<file path="src/design/tpc_pkg.sv">
// Constants, register map and field layout of the paired timer with input capture
package tpc_pkg;
    // Register indices; byte address is four times the index
    localparam logic [9:0] IX_T2     = 10'h106;
    localparam logic [9:0] IX_HLD    = 10'h108;
    localparam logic [9:0] IX_T3     = 10'h10A;
    localparam logic [9:0] IX_PR2    = 10'h10C;
    localparam logic [9:0] IX_PR3    = 10'h10E;
    localparam logic [9:0] IX_CON2   = 10'h110;
    localparam logic [9:0] IX_CON3   = 10'h112;
    localparam logic [9:0] IX_C0BUF  = 10'h140;
    localparam logic [9:0] IX_C0CON  = 10'h142;
    localparam logic [9:0] IX_C1BUF  = 10'h144;
    localparam logic [9:0] IX_C1CON  = 10'h146;
    localparam logic [9:0] IX_IFLAG  = 10'h180;
    localparam logic [9:0] IX_IEN    = 10'h182;
    // Timer control fields
    localparam int B_ON   = 15;
    localparam int B_SIDL = 13;
    localparam int B_GATE = 6;
    localparam int B_PS   = 4;
    localparam int B_WIDE = 3;
    localparam int B_CS   = 1;
    localparam logic [15:0] CON2_MASK  = 16'hA07A;
    localparam logic [15:0] CON3_MASK  = 16'hA072;
    localparam logic [15:0] PER_RESET  = 16'hFFFF;
    // Capture control fields
    localparam int C_SIDL = 13;
    localparam int C_TMR  = 7;
    localparam int C_ICI  = 5;
    localparam int C_OV   = 4;
    localparam int C_BNE  = 3;
    localparam logic [15:0] CCON_MASK  = 16'h20E7;
    localparam int F_PER  = 7;
    // Capture modes
    localparam logic [2:0] M_OFF    = 3'h0;
    localparam logic [2:0] M_ANY    = 3'h1;
    localparam logic [2:0] M_FALL   = 3'h2;
    localparam logic [2:0] M_RISE   = 3'h3;
    localparam logic [2:0] M_RISE4  = 3'h4;
    localparam logic [2:0] M_RISE16 = 3'h5;
    localparam logic [2:0] M_INTR   = 3'h7;
    localparam logic [3:0] EDGE4_LAST  = 4'h3;
    localparam logic [3:0] EDGE16_LAST = 4'hF;
    localparam logic [2:0] FIFO_DEPTH  = 3'h4;
    // Prescaler terminal counts for 1:1, 1:8, 1:64, 1:256
    localparam logic [7:0] PRE_T1   = 8'h00;
    localparam logic [7:0] PRE_T8   = 8'h07;
    localparam logic [7:0] PRE_T64  = 8'h3F;
    localparam logic [7:0] PRE_T256 = 8'hFF;
endpackage

</file>
<file path="src/design/tpc_top.sv">
// Paired 16/32-bit timer with two input capture channels behind APB
//
// Decided for this implementation: the APB interface to the registers.
`timescale 1ns/1ps
module tpc_top (
    // Clock and reset
    input  wire  logic        MCLK,
    input  wire  logic        RESETN,
    // APB slave
    input  wire  logic        PSEL,
    input  wire  logic        PENABLE,
    input  wire  logic        PWRITE,
    input  wire  logic [11:0] PADDR,
    input  wire  logic [31:0] PWDATA,
    output logic       [31:0] PRDATA,
    output logic              PREADY,
    output logic              PSLVERR,
    // Pins and power state
    input  wire  logic        EXT_CLK,
    input  wire  logic        GATE_IN,
    input  wire  logic [1:0]  CAP_IN,
    input  wire  logic        CPU_SLEEP,
    input  wire  logic        CPU_IDLE,
    // Events
    output logic              ADC_TRIG,
    output logic              PERIOD_IRQ,
    output logic       [1:0]  CAP_IRQ,
    output logic              WAKE
);
    import tpc_pkg::*;

    typedef struct packed {
        logic [15:0]            t2;
        logic [15:0]            t3;
        logic [15:0]            hld;
        logic [15:0]            pr2;
        logic [15:0]            pr3;
        logic [15:0]            con2;
        logic [15:0]            con3;
        logic [7:0]             pre2;
        logic [7:0]             pre3;
        logic [2:0]             ext_sy;
        logic [2:0]             gate_sy;
        logic [1:0][2:0]        cap_sy;
        logic [1:0][15:0]       ccon;
        logic [1:0][3:0][15:0]  fifo;
        logic [1:0][2:0]        cnt;
        logic [1:0]             ov;
        logic [1:0][3:0]        epre;
        logic [1:0][1:0]        evc;
        logic                   pif;
        logic                   pie;
        logic [1:0]             cif;
        logic [1:0]             cie;
        logic                   adc;
        logic                   wake;
        logic [31:0]            rdata;
    } tpc_state_s;

    localparam tpc_state_s RST = '{pr2: PER_RESET, pr3: PER_RESET, default: '0};

    tpc_state_s r;
    tpc_state_s n;

    logic        wr;
    logic        rd;
    logic        setup;
    logic [9:0]  ix;
    logic [15:0] wd;
    logic        hit;
    logic        wide;
    logic        on2;
    logic        on3;
    logic        tick2;
    logic        tick3;
    logic        run2;
    logic        run3;
    logic        src2;
    logic        src3;
    logic        gate_fall;
    logic        pset;
    logic [1:0]  cset;
    logic [1:0]  cap_ev;
    logic [1:0]  cap_rise;
    logic [1:0]  cap_fall;

    function automatic logic [7:0] pre_last(input logic [1:0] sel);
        logic [7:0] v;
        v = PRE_T1;
        unique case (sel)
            2'h0: v = PRE_T1;
            2'h1: v = PRE_T8;
            2'h2: v = PRE_T64;
            2'h3: v = PRE_T256;
        endcase
        return v;
    endfunction

    always_comb begin
        logic [2:0]  md;
        logic [15:0] ts;
        logic        timer_on;
        logic        live;
        logic [2:0]  cv;
        md   = M_OFF;
        ts   = '0;
        timer_on  = 1'b0;
        live = 1'b0;
        cv   = '0;
        n     = r;
        setup = PSEL & ~PENABLE;
        wr    = PSEL & PENABLE & PWRITE;
        rd    = PSEL & PENABLE & ~PWRITE;
        ix    = PADDR[11:2];
        wd    = PWDATA[15:0];
        hit   = (PADDR[1:0] == 2'h0) &&
                (ix inside {IX_T2, IX_HLD, IX_T3, IX_PR2, IX_PR3, IX_CON2, IX_CON3,
                            IX_C0BUF, IX_C0CON, IX_C1BUF, IX_C1CON, IX_IFLAG, IX_IEN});
        pset  = 1'b0;
        cset  = '0;
        cap_ev = '0;

        // Only the second and third stages feed edge logic; the first is the metastability catcher
        n.ext_sy  = {r.ext_sy[1:0], EXT_CLK};
        n.gate_sy = {r.gate_sy[1:0], GATE_IN};
        for (int c = 0; c < 2; c++) begin
            n.cap_sy[c] = {r.cap_sy[c][1:0], CAP_IN[c]};
            cap_rise[c] = r.cap_sy[c][1] & ~r.cap_sy[c][2];
            cap_fall[c] = ~r.cap_sy[c][1] & r.cap_sy[c][2];
        end
        gate_fall = ~r.gate_sy[1] & r.gate_sy[2];

        // Timebase; in wide mode the upper control word is ignored
        wide = r.con2[B_WIDE];
        on2  = r.con2[B_ON];
        on3  = r.con3[B_ON] & ~wide;
        src2 = r.con2[B_CS] ? (r.ext_sy[1] & ~r.ext_sy[2]) :
               (r.con2[B_GATE] ? r.gate_sy[1] : 1'b1);
        src3 = r.con3[B_CS] ? (r.ext_sy[1] & ~r.ext_sy[2]) : 1'b1;
        run2 = on2 & src2 & ~CPU_SLEEP & ~(CPU_IDLE & r.con2[B_SIDL]);
        run3 = on3 & src3 & ~CPU_SLEEP & ~(CPU_IDLE & r.con3[B_SIDL]);
        tick2 = run2 && (r.pre2 == pre_last(r.con2[B_PS +: 2]));
        tick3 = run3 && (r.pre3 == pre_last(r.con3[B_PS +: 2]));
        if (run2) begin
            n.pre2 = tick2 ? 8'h00 : r.pre2 + 8'h01;
        end
        if (run3) begin
            n.pre3 = tick3 ? 8'h00 : r.pre3 + 8'h01;
        end
        n.adc = 1'b0;
        if (wide) begin
            if (tick2) begin
                if ({r.t3, r.t2} == {r.pr3, r.pr2}) begin
                    {n.t3, n.t2} = 32'h0000_0000;
                    n.adc = 1'b1;
                    pset  = 1'b1;
                end else begin
                    {n.t3, n.t2} = {r.t3, r.t2} + 32'h0000_0001;
                end
            end
            if (on2 & r.con2[B_GATE] & ~r.con2[B_CS] & gate_fall) begin
                pset = 1'b1;
            end
        end else begin
            if (tick2) begin
                n.t2 = (r.t2 == r.pr2) ? 16'h0000 : r.t2 + 16'h0001;
            end
            if (tick3) begin
                if (r.t3 == r.pr3) begin
                    n.t3  = 16'h0000;
                    n.adc = 1'b1;
                    pset  = 1'b1;
                end else begin
                    n.t3 = r.t3 + 16'h0001;
                end
            end
        end

        // Capture channels
        for (int c = 0; c < 2; c++) begin
            md   = r.ccon[c][2:0];
            ts   = r.ccon[c][C_TMR] ? r.t2 : r.t3;
            timer_on  = r.ccon[c][C_TMR] ? on2 : (wide ? on2 : r.con3[B_ON]);
            live = ~CPU_SLEEP & (~CPU_IDLE | (timer_on & ~r.ccon[c][C_SIDL]));
            if (md == M_OFF) begin
                n.epre[c] = 4'h0;
                n.evc[c]  = 2'h0;
            end else if (live) begin
                unique case (md)
                    M_ANY:  cap_ev[c] = cap_rise[c] | cap_fall[c];
                    M_FALL: cap_ev[c] = cap_fall[c];
                    M_RISE: cap_ev[c] = cap_rise[c];
                    M_RISE4, M_RISE16: begin
                        if (cap_rise[c]) begin
                            if (r.epre[c] == ((md == M_RISE4) ? EDGE4_LAST : EDGE16_LAST)) begin
                                n.epre[c] = 4'h0;
                                cap_ev[c] = 1'b1;
                            end else begin
                                n.epre[c] = r.epre[c] + 4'h1;
                            end
                        end
                    end
                    default: cap_ev[c] = 1'b0;
                endcase
            end
            // Interrupt-only mode works in every power state and stores nothing
            if (md == M_INTR && cap_rise[c]) begin
                cset[c] = 1'b1;
            end
            if (cap_ev[c]) begin
                if (md == M_ANY) begin
                    cset[c] = 1'b1;
                end else if (r.evc[c] == r.ccon[c][C_ICI +: 2]) begin
                    cset[c]  = 1'b1;
                    n.evc[c] = 2'h0;
                end else begin
                    n.evc[c] = r.evc[c] + 2'h1;
                end
            end
            // Pop on buffer read, then push into the next free slot unless the buffer was full before the read or is overflowed and not empty
            cv = r.cnt[c];
            if (rd && ix == ((c == 0) ? IX_C0BUF : IX_C1BUF) && cv != 3'h0) begin
                for (int k = 0; k < 3; k++) begin
                    n.fifo[c][k] = r.fifo[c][k + 1];
                end
                cv = cv - 3'h1;
            end
            if (cap_ev[c]) begin
                if (r.cnt[c] == FIFO_DEPTH) begin
                    if (md != M_ANY) begin
                        n.ov[c] = 1'b1;
                    end
                end else if (!(r.ov[c] && r.cnt[c] != 3'h0) && cv != FIFO_DEPTH) begin
                    n.fifo[c][cv[1:0]] = ts;
                    cv = cv + 3'h1;
                end
            end
            n.cnt[c] = cv;
        end

        // Register writes
        if (wr) begin
            unique case (ix)
                IX_T2: begin
                    n.t2 = wd;
                    if (wide) begin
                        n.t3 = r.hld;
                    end
                end
                IX_HLD:  n.hld  = wd;
                IX_T3:   n.t3   = wd;
                IX_PR2:  n.pr2  = wd;
                IX_PR3:  n.pr3  = wd;
                IX_CON2: n.con2 = wd & CON2_MASK;
                IX_CON3: n.con3 = wd & CON3_MASK;
                IX_C0CON: begin
                    n.ccon[0] = wd & CCON_MASK;
                    n.ov[0]   = r.ov[0] & wd[C_OV];
                end
                IX_C1CON: begin
                    n.ccon[1] = wd & CCON_MASK;
                    n.ov[1]   = r.ov[1] & wd[C_OV];
                end
                IX_IFLAG: begin
                    n.pif = wd[F_PER];
                    n.cif = wd[1:0];
                end
                IX_IEN: begin
                    n.pie = wd[F_PER];
                    n.cie = wd[1:0];
                end
                default: n.hld = n.hld;
            endcase
            // A prescaler whose timer has its ON bit clear is not cleared
            if (on2 && (ix == IX_T2 || ix == IX_CON2 ||
                        (wide && (ix == IX_T3 || ix == IX_CON3)))) begin
                n.pre2 = 8'h00;
            end
            if (r.con3[B_ON] && (ix == IX_T3 || ix == IX_CON3)) begin
                n.pre3 = 8'h00;
            end
        end
        // Overflow set beats a same-cycle clear
        for (int c = 0; c < 2; c++) begin
            if (cap_ev[c] && r.cnt[c] == FIFO_DEPTH && r.ccon[c][2:0] != M_ANY) begin
                n.ov[c] = 1'b1;
            end
        end
        n.pif  = n.pif | pset;
        n.cif  = n.cif | cset;
        n.wake = (|(cset & r.cie)) & (CPU_SLEEP | CPU_IDLE);

        // Read data is taken in setup so holding capture and value agree
        if (setup & ~PWRITE) begin
            n.rdata = 32'h0000_0000;
            unique case (ix)
                IX_T2: begin
                    n.rdata[15:0] = r.t2;
                    if (wide) begin
                        n.hld = r.t3;
                    end
                end
                IX_HLD:   n.rdata[15:0] = r.hld;
                IX_T3:    n.rdata[15:0] = r.t3;
                IX_PR2:   n.rdata[15:0] = r.pr2;
                IX_PR3:   n.rdata[15:0] = r.pr3;
                IX_CON2:  n.rdata[15:0] = r.con2;
                IX_CON3:  n.rdata[15:0] = r.con3;
                IX_C0BUF: n.rdata[15:0] = r.fifo[0][0];
                IX_C1BUF: n.rdata[15:0] = r.fifo[1][0];
                IX_C0CON: n.rdata[15:0] = r.ccon[0] | {11'h000, r.ov[0], r.cnt[0] != 3'h0, 3'h0};
                IX_C1CON: n.rdata[15:0] = r.ccon[1] | {11'h000, r.ov[1], r.cnt[1] != 3'h0, 3'h0};
                IX_IFLAG: n.rdata[15:0] = {8'h00, r.pif, 5'h00, r.cif};
                IX_IEN:   n.rdata[15:0] = {8'h00, r.pie, 5'h00, r.cie};
                default:  n.rdata = 32'h0000_0000;
            endcase
        end
    end

    always_ff @(posedge MCLK) begin
        if (!RESETN) begin
            r <= RST;
        end else begin
            r <= n;
        end
    end

    assign PRDATA     = r.rdata;
    assign PREADY     = 1'b1;
    assign PSLVERR    = PSEL & PENABLE & ~hit;
    assign ADC_TRIG   = r.adc;
    assign PERIOD_IRQ = r.pif & r.pie;
    assign CAP_IRQ    = r.cif & r.cie;
    assign WAKE       = r.wake;
endmodule // tpc_top

</file>
<file path="config.mk">
export PLATFORM = sky130hd
export DESIGN_NAME = tpc_top
export DESIGN_NICKNAME = d
export VERILOG_FILES = /design/src/design/tpc_pkg.sv /design/src/design/tpc_top.sv
export SDC_FILE = /design/constraint.sdc
export NUM_CORES = 1
export LEC_CHECK = 0
export ABC_AREA = 1
export BUFFER_PORTS_ARGS = -buffer_cell sky130_fd_sc_hd__buf_4
export CORE_AREA = 4 4 217 219
export DETAILED_ROUTE_END_ITERATION = 8
export DIE_AREA = 0 0 221 223
export RECOVER_POWER = 25
export REMOVE_ABC_BUFFERS = 1
export SETUP_SLACK_MARGIN = 0.15
export SYNTH_ARGS = -nofsm -noshare
export SYNTH_HDL_FRONTEND = slang
export SYNTH_SLANG_ARGS = --single-unit
</file>
<file path="constraint.sdc">
create_clock -name MCLK -period 3.6 [get_ports MCLK]
set_input_delay 0.72 -clock MCLK [delete_from_list [all_inputs] [get_ports MCLK]]
set_output_delay 0.72 -clock MCLK [all_outputs]
set_load 0.01 [all_outputs]
</file>
After elaboration in Yosys (flattened, before gate mapping). Index checks and enable logic that the tools add are counted.

Register bits: 307. Input port bits: 55. Logic and storage cells: 325. Output and inout port bits: 39.

Bitwise logic cells: 63. Equal/unequal tests: 46. $add $sub $neg: 13. Reductions and logical operators: 51. Mux-type cells: 111. Magnitude comparators: 4.

Operators with widths (count): 48-bit two-way mux (8); 16-bit two-way mux (18); 16-bit one-hot mux with 13 select lines (1); 10-bit by 9-bit == test with 1-bit output, second input constant (13); 64-bit bitwise mux (2); 128-bit two-way mux (1); 32-bit two-way mux (3); 16-bit demux with 2-bit select (2); 8-bit one-hot mux with 4 select lines (2); 8-bit two-way mux (6); 1-bit two-way mux (41); 16-bit by 1-bit adder with 16-bit output, second input constant (2); 32-bit by 1-bit adder with 32-bit output, second input constant (1); 1-bit AND (32); 16-bit == test (2); 32-bit == test (1); 16-bit one-hot mux with 2 select lines (1); 14-bit by 5-bit bitwise OR with 14-bit output (2); 3-bit == test, second input constant (8); 3-bit two-way mux (8); 1-bit logical AND (22); 2-bit two-way mux (11); 1-bit NOT (20); 8-bit by 1-bit adder with 8-bit output, second input constant (2); other kinds (30) (79).

Longest topological paths before layout.
Depth in word-level cells: 15. Depth in mapped cells: 18. Depth with buffers taken out: 17.

Least setup slack after synthesis. Ideal clock, no wire load.

Kind: input to register. Start point: input PADDR[10]. End point: register r[100] in the netlist's numbering. Cell stages on the path: 17. Slack: 414 ps. Library setup time: 113 ps. Arrival: 3072 ps. Data required time: 3487 ps. Buffers on the path: 3. Path through: inv_1 nor2_2 nand3_1 nor2_1 nand2_1 inv_1 nand2_1 clkbuf_1 clkbuf_1 o21ai_0 ha_1 o211ai_2 nand4_2 clkbuf_1 nand2_1 nand2_1 nor2_1.

Longest elaborated chain between the ends: 12. Elaborated cells between the ends (all ways): 16. Those cells by class: order compare (2); eq/ne (2); mux (8); reduce/logical (4).

Ends and longest elaborated chain: from (decl) (RTL line tpc_top.sv:13) `input wire logic [11:0] PADDR,`; 10-bit by 9-bit == test with 1-bit output (*) (RTL line tpc_top.sv:222) `if (rd && ix == ((c == 0) ? IX_C0BUF : IX_C1BUF) && cv != 3'h0) begin`; 1-bit logical AND (*) (2 in a row) (RTL line tpc_top.sv:222); 3-bit two-way mux (RTL line tpc_top.sv:222); 2-bit by 3-bit less-than comparator with 1-bit output (not written as such) or 2-bit by 1-bit >= comparator with 1-bit output (tied branches) (RTL line tpc_top.sv:234) `n.fifo[c][cv[1:0]] = ts;`; 1-bit logical AND (not written as such) (RTL line tpc_top.sv:234); 16-bit two-way mux (not written as such) (RTL line tpc_top.sv:234); 16-bit demux with 2-bit select (RTL line tpc_top.sv:234); 64-bit bitwise mux (RTL line tpc_top.sv:234); 48-bit two-way mux (RTL line tpc_top.sv:233) `end else if (!(r.ov[c] && r.cnt[c] != 3'h0) && cv != FIFO_DEPTH) begin`; 48-bit two-way mux (RTL line tpc_top.sv:229) `if (r.cnt[c] == FIFO_DEPTH) begin`; 48-bit two-way mux (*) (RTL line tpc_top.sv:228) `if (cap_ev[c]) begin`; to (signal assigned) (RTL line tpc_top.sv:324) `r <= n;`; to (decl) (RTL line tpc_top.sv:62) `tpc_state_s r;`.

Every way passes the cells marked *; elsewhere a longest branch is shown, timed or not. A chain may end at the register's enable or synchronous reset.

Worst setup path in the final report.
Start point: input PADDR[9]. End point: output PSLVERR.

Longest elaborated chain between the ends: 5. Elaborated cells between the ends (all ways): 17. Those cells by class: eq/ne (13); bitwise (2); reduce/logical (2).

Ends and longest elaborated chain: 10-bit by 9-bit == test with 1-bit output (RTL line tpc_top.sv:117) `(ix inside {IX_T2, IX_HLD, IX_T3, IX_PR2, IX_PR3, IX_CON2, IX_CON3,`; 13-bit nonzero test (*) (RTL line tpc_top.sv:117); 1-bit logical AND (*) (RTL line tpc_top.sv:116) `hit = (PADDR[1:0] == 2'h0) &&`; 1-bit NOT (*) (RTL line tpc_top.sv:330) `assign PSLVERR = PSEL & PENABLE & ~hit;`; 1-bit AND (*) (RTL line tpc_top.sv:330); to (decl) (RTL line tpc_top.sv:17) `output logic PSLVERR,`.

Marked as above.

==> impl_metrics.json <==
{
  "setup_violations": 0,
  "startpoint_type": "input port",
  "port_buffers": 60,
  "rows": 78,
  "crit_type": "in -> out",
  "p_leak_nw": 9.212,
  "synthToLayoutAreaGrowth_pct": 12.42,
  "crit_chain": "buf_4 -> inv_2 -> nand3_1 -> clkinv_1 -> nand2_1 -> inv_1 -> nor4_1 -> nand3_1 -> buf_4 -> a21oi_1 -> buf_4",
  "slew_violations": 33,
  "path_delay_family": "simple AND/OR/NAND/NOR gates",
  "core-area_um2": 45090,
  "clockBufferDepth": 3,
  "cts_made_buffers": 39,
  "grt_pass1_vias": 17180,
  "relSlewSlack_pct": -19.88,
  "synth_seq_area_share_pct": 34.41,
  "crit_top_cell": "buf_4",
  "violations": "capacitance limit, slew limit",
  "worst_pin_slew_ps": 1798,
  "synth_area_um2": 17860,
  "track_usage_pct": 25.05,
  "h-tree-depth": 2,
  "grt_max_degree": 65,
  "postLayoutCellArea_um2": 20080,
  "hold_buffers": 0,
  "fin_cells": 3564,
  "drt_iter0_markers": 1953,
  "grt_antenna_before_repair": 0,
  "drv_cap": 1,
  "place.gp.congestion": 0.9789,
  "synth-seq-cells": 307,
  "ant_nets": 0,
  "grt_pass1_wl_um": 99100,
  "start_util_pct": 39.61,
  "period_minus_slack_ps": 3249,
  "vias": 19010,
  "die_x_um": 221,
  "cp.arrival_ps": 2530,
  "syn_avg_cell_area_um2": 6.089,
  "clkSlewWorstSetupHoldPaths_ps": 60,
  "grt_overflow": 0,
  "drc": 0,
  "clock-sinks": 307,
  "hold_violations": 0,
  "dieArea_um2": 49280,
  "cpPeakStageDelay_ps": 370,
  "slowest_stage": "nor4_1",
  "required_ps": 2880,
  "cp_max_fo": 5,
  "ys_types": 48,
  "clk_latency_ps": 590,
  "vdd_drop_max_mv": 0.2563,
  "critical_path_buf_inv_count": 6,
  "fp.dieH_um": 223,
  "cts_resized": 0,
  "utilization_pct": 44.53,
  "cts_tree": "done",
  "placed_cell_area_um2": 18810,
  "placed_cells": 3492,
  "nets": 3012,
  "fmax_ghz": 0.3078,
  "worst_setup_path_end_kind": "output pin",
  "post_drt_wl_per_cell_um": 18.10,
  "grt_setup_unrepaired": "no",
  "io_pins": 94,
  "root_buffer": "clkbuf_16",
  "clock_skew_ps": 28.64,
  "outcome": "complete, but fails checks",
  "p_per_area_nw_per_um2": 389.5,
  "viasPerCell": 5.333,
  "yosysWarningCount": 0,
  "dr.pass1.iters": 6,
  "hp-class": "in -> reg",
  "syn_inst": 2933,
  "antenna_cells": 0,
  "routed_wl_um": 64500,
  "drive_gt1_share_pct": 6.950,
  "dpl.hpwl_um": 46790,
  "fin_crit_sh_pct": 90.25
}
## cell usage after synthesis (all sizes together)
master,n,area [um2]
o22ai,37,231.5
nor4,5,31.28
nor3b,1,7.510
nor3,36,201.5
buf,65,405.4
o21a,2,15.01
mux2i,1,10.01
xor2,27,236.5
or2,2,12.51
nand2,939,3527
xnor2,4,35.03
a2111oi,1,8.760
inv,310,1164
a211oi,13,97.59
a221oi,4,35.03
o21bai,1,7.510
clkbuf,114,427.9
nand3,183,925.9
o32ai,2,17.52
clkinv,1,3.750
nand3b,4,42.54
o211a,1,10.01
conb,2,7.510
dfxtp,307,6146
ha,22,275.3
nor2,399,1528
and3,2,12.51
o2bb2ai,1,8.760
o211ai,33,252.7
a21oi,166,830.8
o221ai,3,26.28
nand4,43,287.8
o21ai,188,940.9
a31oi,12,75.07
a22oi,2,15.01
## per-stage QoR
step / hold WS [ps] / setup WS (ps) / total power [mW] / setup TNS [ps]
floorplan: 390.0 / -1233 / 3.568 / -93000
global placement: 406.6 / 254.1 / 3.735 / 0
detailed placement: 410.8 / 216.3 / 3.737 / 0
CTS: 308.3 / 329.3 / 7.885 / 0
global route: 326.2 / 202.3 / 8.041 / 0
finish: 328.7 / 350.9 / 7.821 / 0
## what timing repair did
item / CTS / global route
setup endpoints to repair: 0 / 1
buffers inserted: 0 / 2
endpoints found under the hold margin: 0 / 0
## placed cells by master (no fill, tap or decap), types with 3 or more instances in the layout
cell         n
inv_2       15
conb_1      17
nor4_1       5
a221oi_1     4
clkbuf_8    10
clkbuf_2     3
clkbuf_1    30
clkinv_2     6
o21ai_1     22
nand2_1    937
nand4_2      3
xor2_1      27
o211ai_1    32
nor2_1     388
a211oi_1    13
o22ai_1     37
nor2_2       9
dfxtp_1    307
buf_4       95
nand4_1     40
nand3_1    181
a31oi_1     12
nor3_1      32
nand3b_1     3
o221ai_1     3
a21oi_1    166
ha_1        22
clkbuf_16   39
o21ai_0    166
bufinv_16    4
xnor2_1      4
inv_1      295
## worst register-to-register path, cell delays in order (launching register included)
cell and delay [ps]:
dfxtp_1 320, inv_1 80, ha_1 170, inv_1 50, nor2_1 290, nor2_1 90
nand2_1 140, o21ai_0 190, ha_1 260, o211ai_1 160, buf_4 320, nand3_2 420
nand2_1 200, a21oi_1 80
## power by group
group	internal [mW]	switching, mW	leakage (nW)	total (mW)
Sequential	3.40	0.00583	2.48	3.41
Clock	2.50	1.65	0.666	4.16
Combinational	0.0629	0.191	6.07	0.254
Total	5.97	1.85	9.21	7.82
## sequential cells by signal, indices dropped and copies added (netlist names)
signal and count:
PRDATA 16, WAKE 1, ADC_TRIG 1, r 280, n 8, on2 1
## layer usage
layer,vias up,track usage (%),part of all wire [%]
li1,9327,-,-
met1,8801,34.09,44
met2,761,40.52,45
met3,117,3.750,7.3
met4,0,9.181,4.0
met5,-,0,0
## cell families (layout without fill, tap and decap cells)
kind of cell | after synthesis | in the layout | synth area share (%)
and+or+nand+nor | 1614 | 1614 | 36.82
buffers and inverters | 490 | 506 | 11.20
AOI/OAI and AO/OA | 466 | 466 | 14.40
DFF | 307 | 307 | 34.41
xor gates and xnor gates | 31 | 31 | 1.520
adders and majority gates | 22 | 22 | 1.541
other | 2 | 17 | 0.04205
muxes | 1 | 1 | 0.05605
## path summary, 6_finish.rpt
path | from | endpoint | slack [ps] | cells past startpoint
setup reg to reg | r[57] | r[175] | 710 | 13
setup / recovery | PADDR[9] | PSLVERR | 350 | 11
hold / removal | CAP_IN[0] | n[221] | 330 | 3
hold reg to reg | n[221] | n[222] | 420 | 2
## final cells by class
| type | instances | area [um2] |
|---|---|---|
| Fill cell | 4811 | 25010 |
| Multi-Input combinational cell | 2151 | 9791 |
| Sequential cell | 307 | 6146 |
| Inverter | 311 | 1167 |
| Clock buffer | 54 | 1132 |
| Timing Repair Buffer | 125 | 862.1 |
| Tap cell | 600 | 750.7 |
| Clock inverter | 16 | 229.0 |
Note: power is estimated with default switching activity, not from simulation.
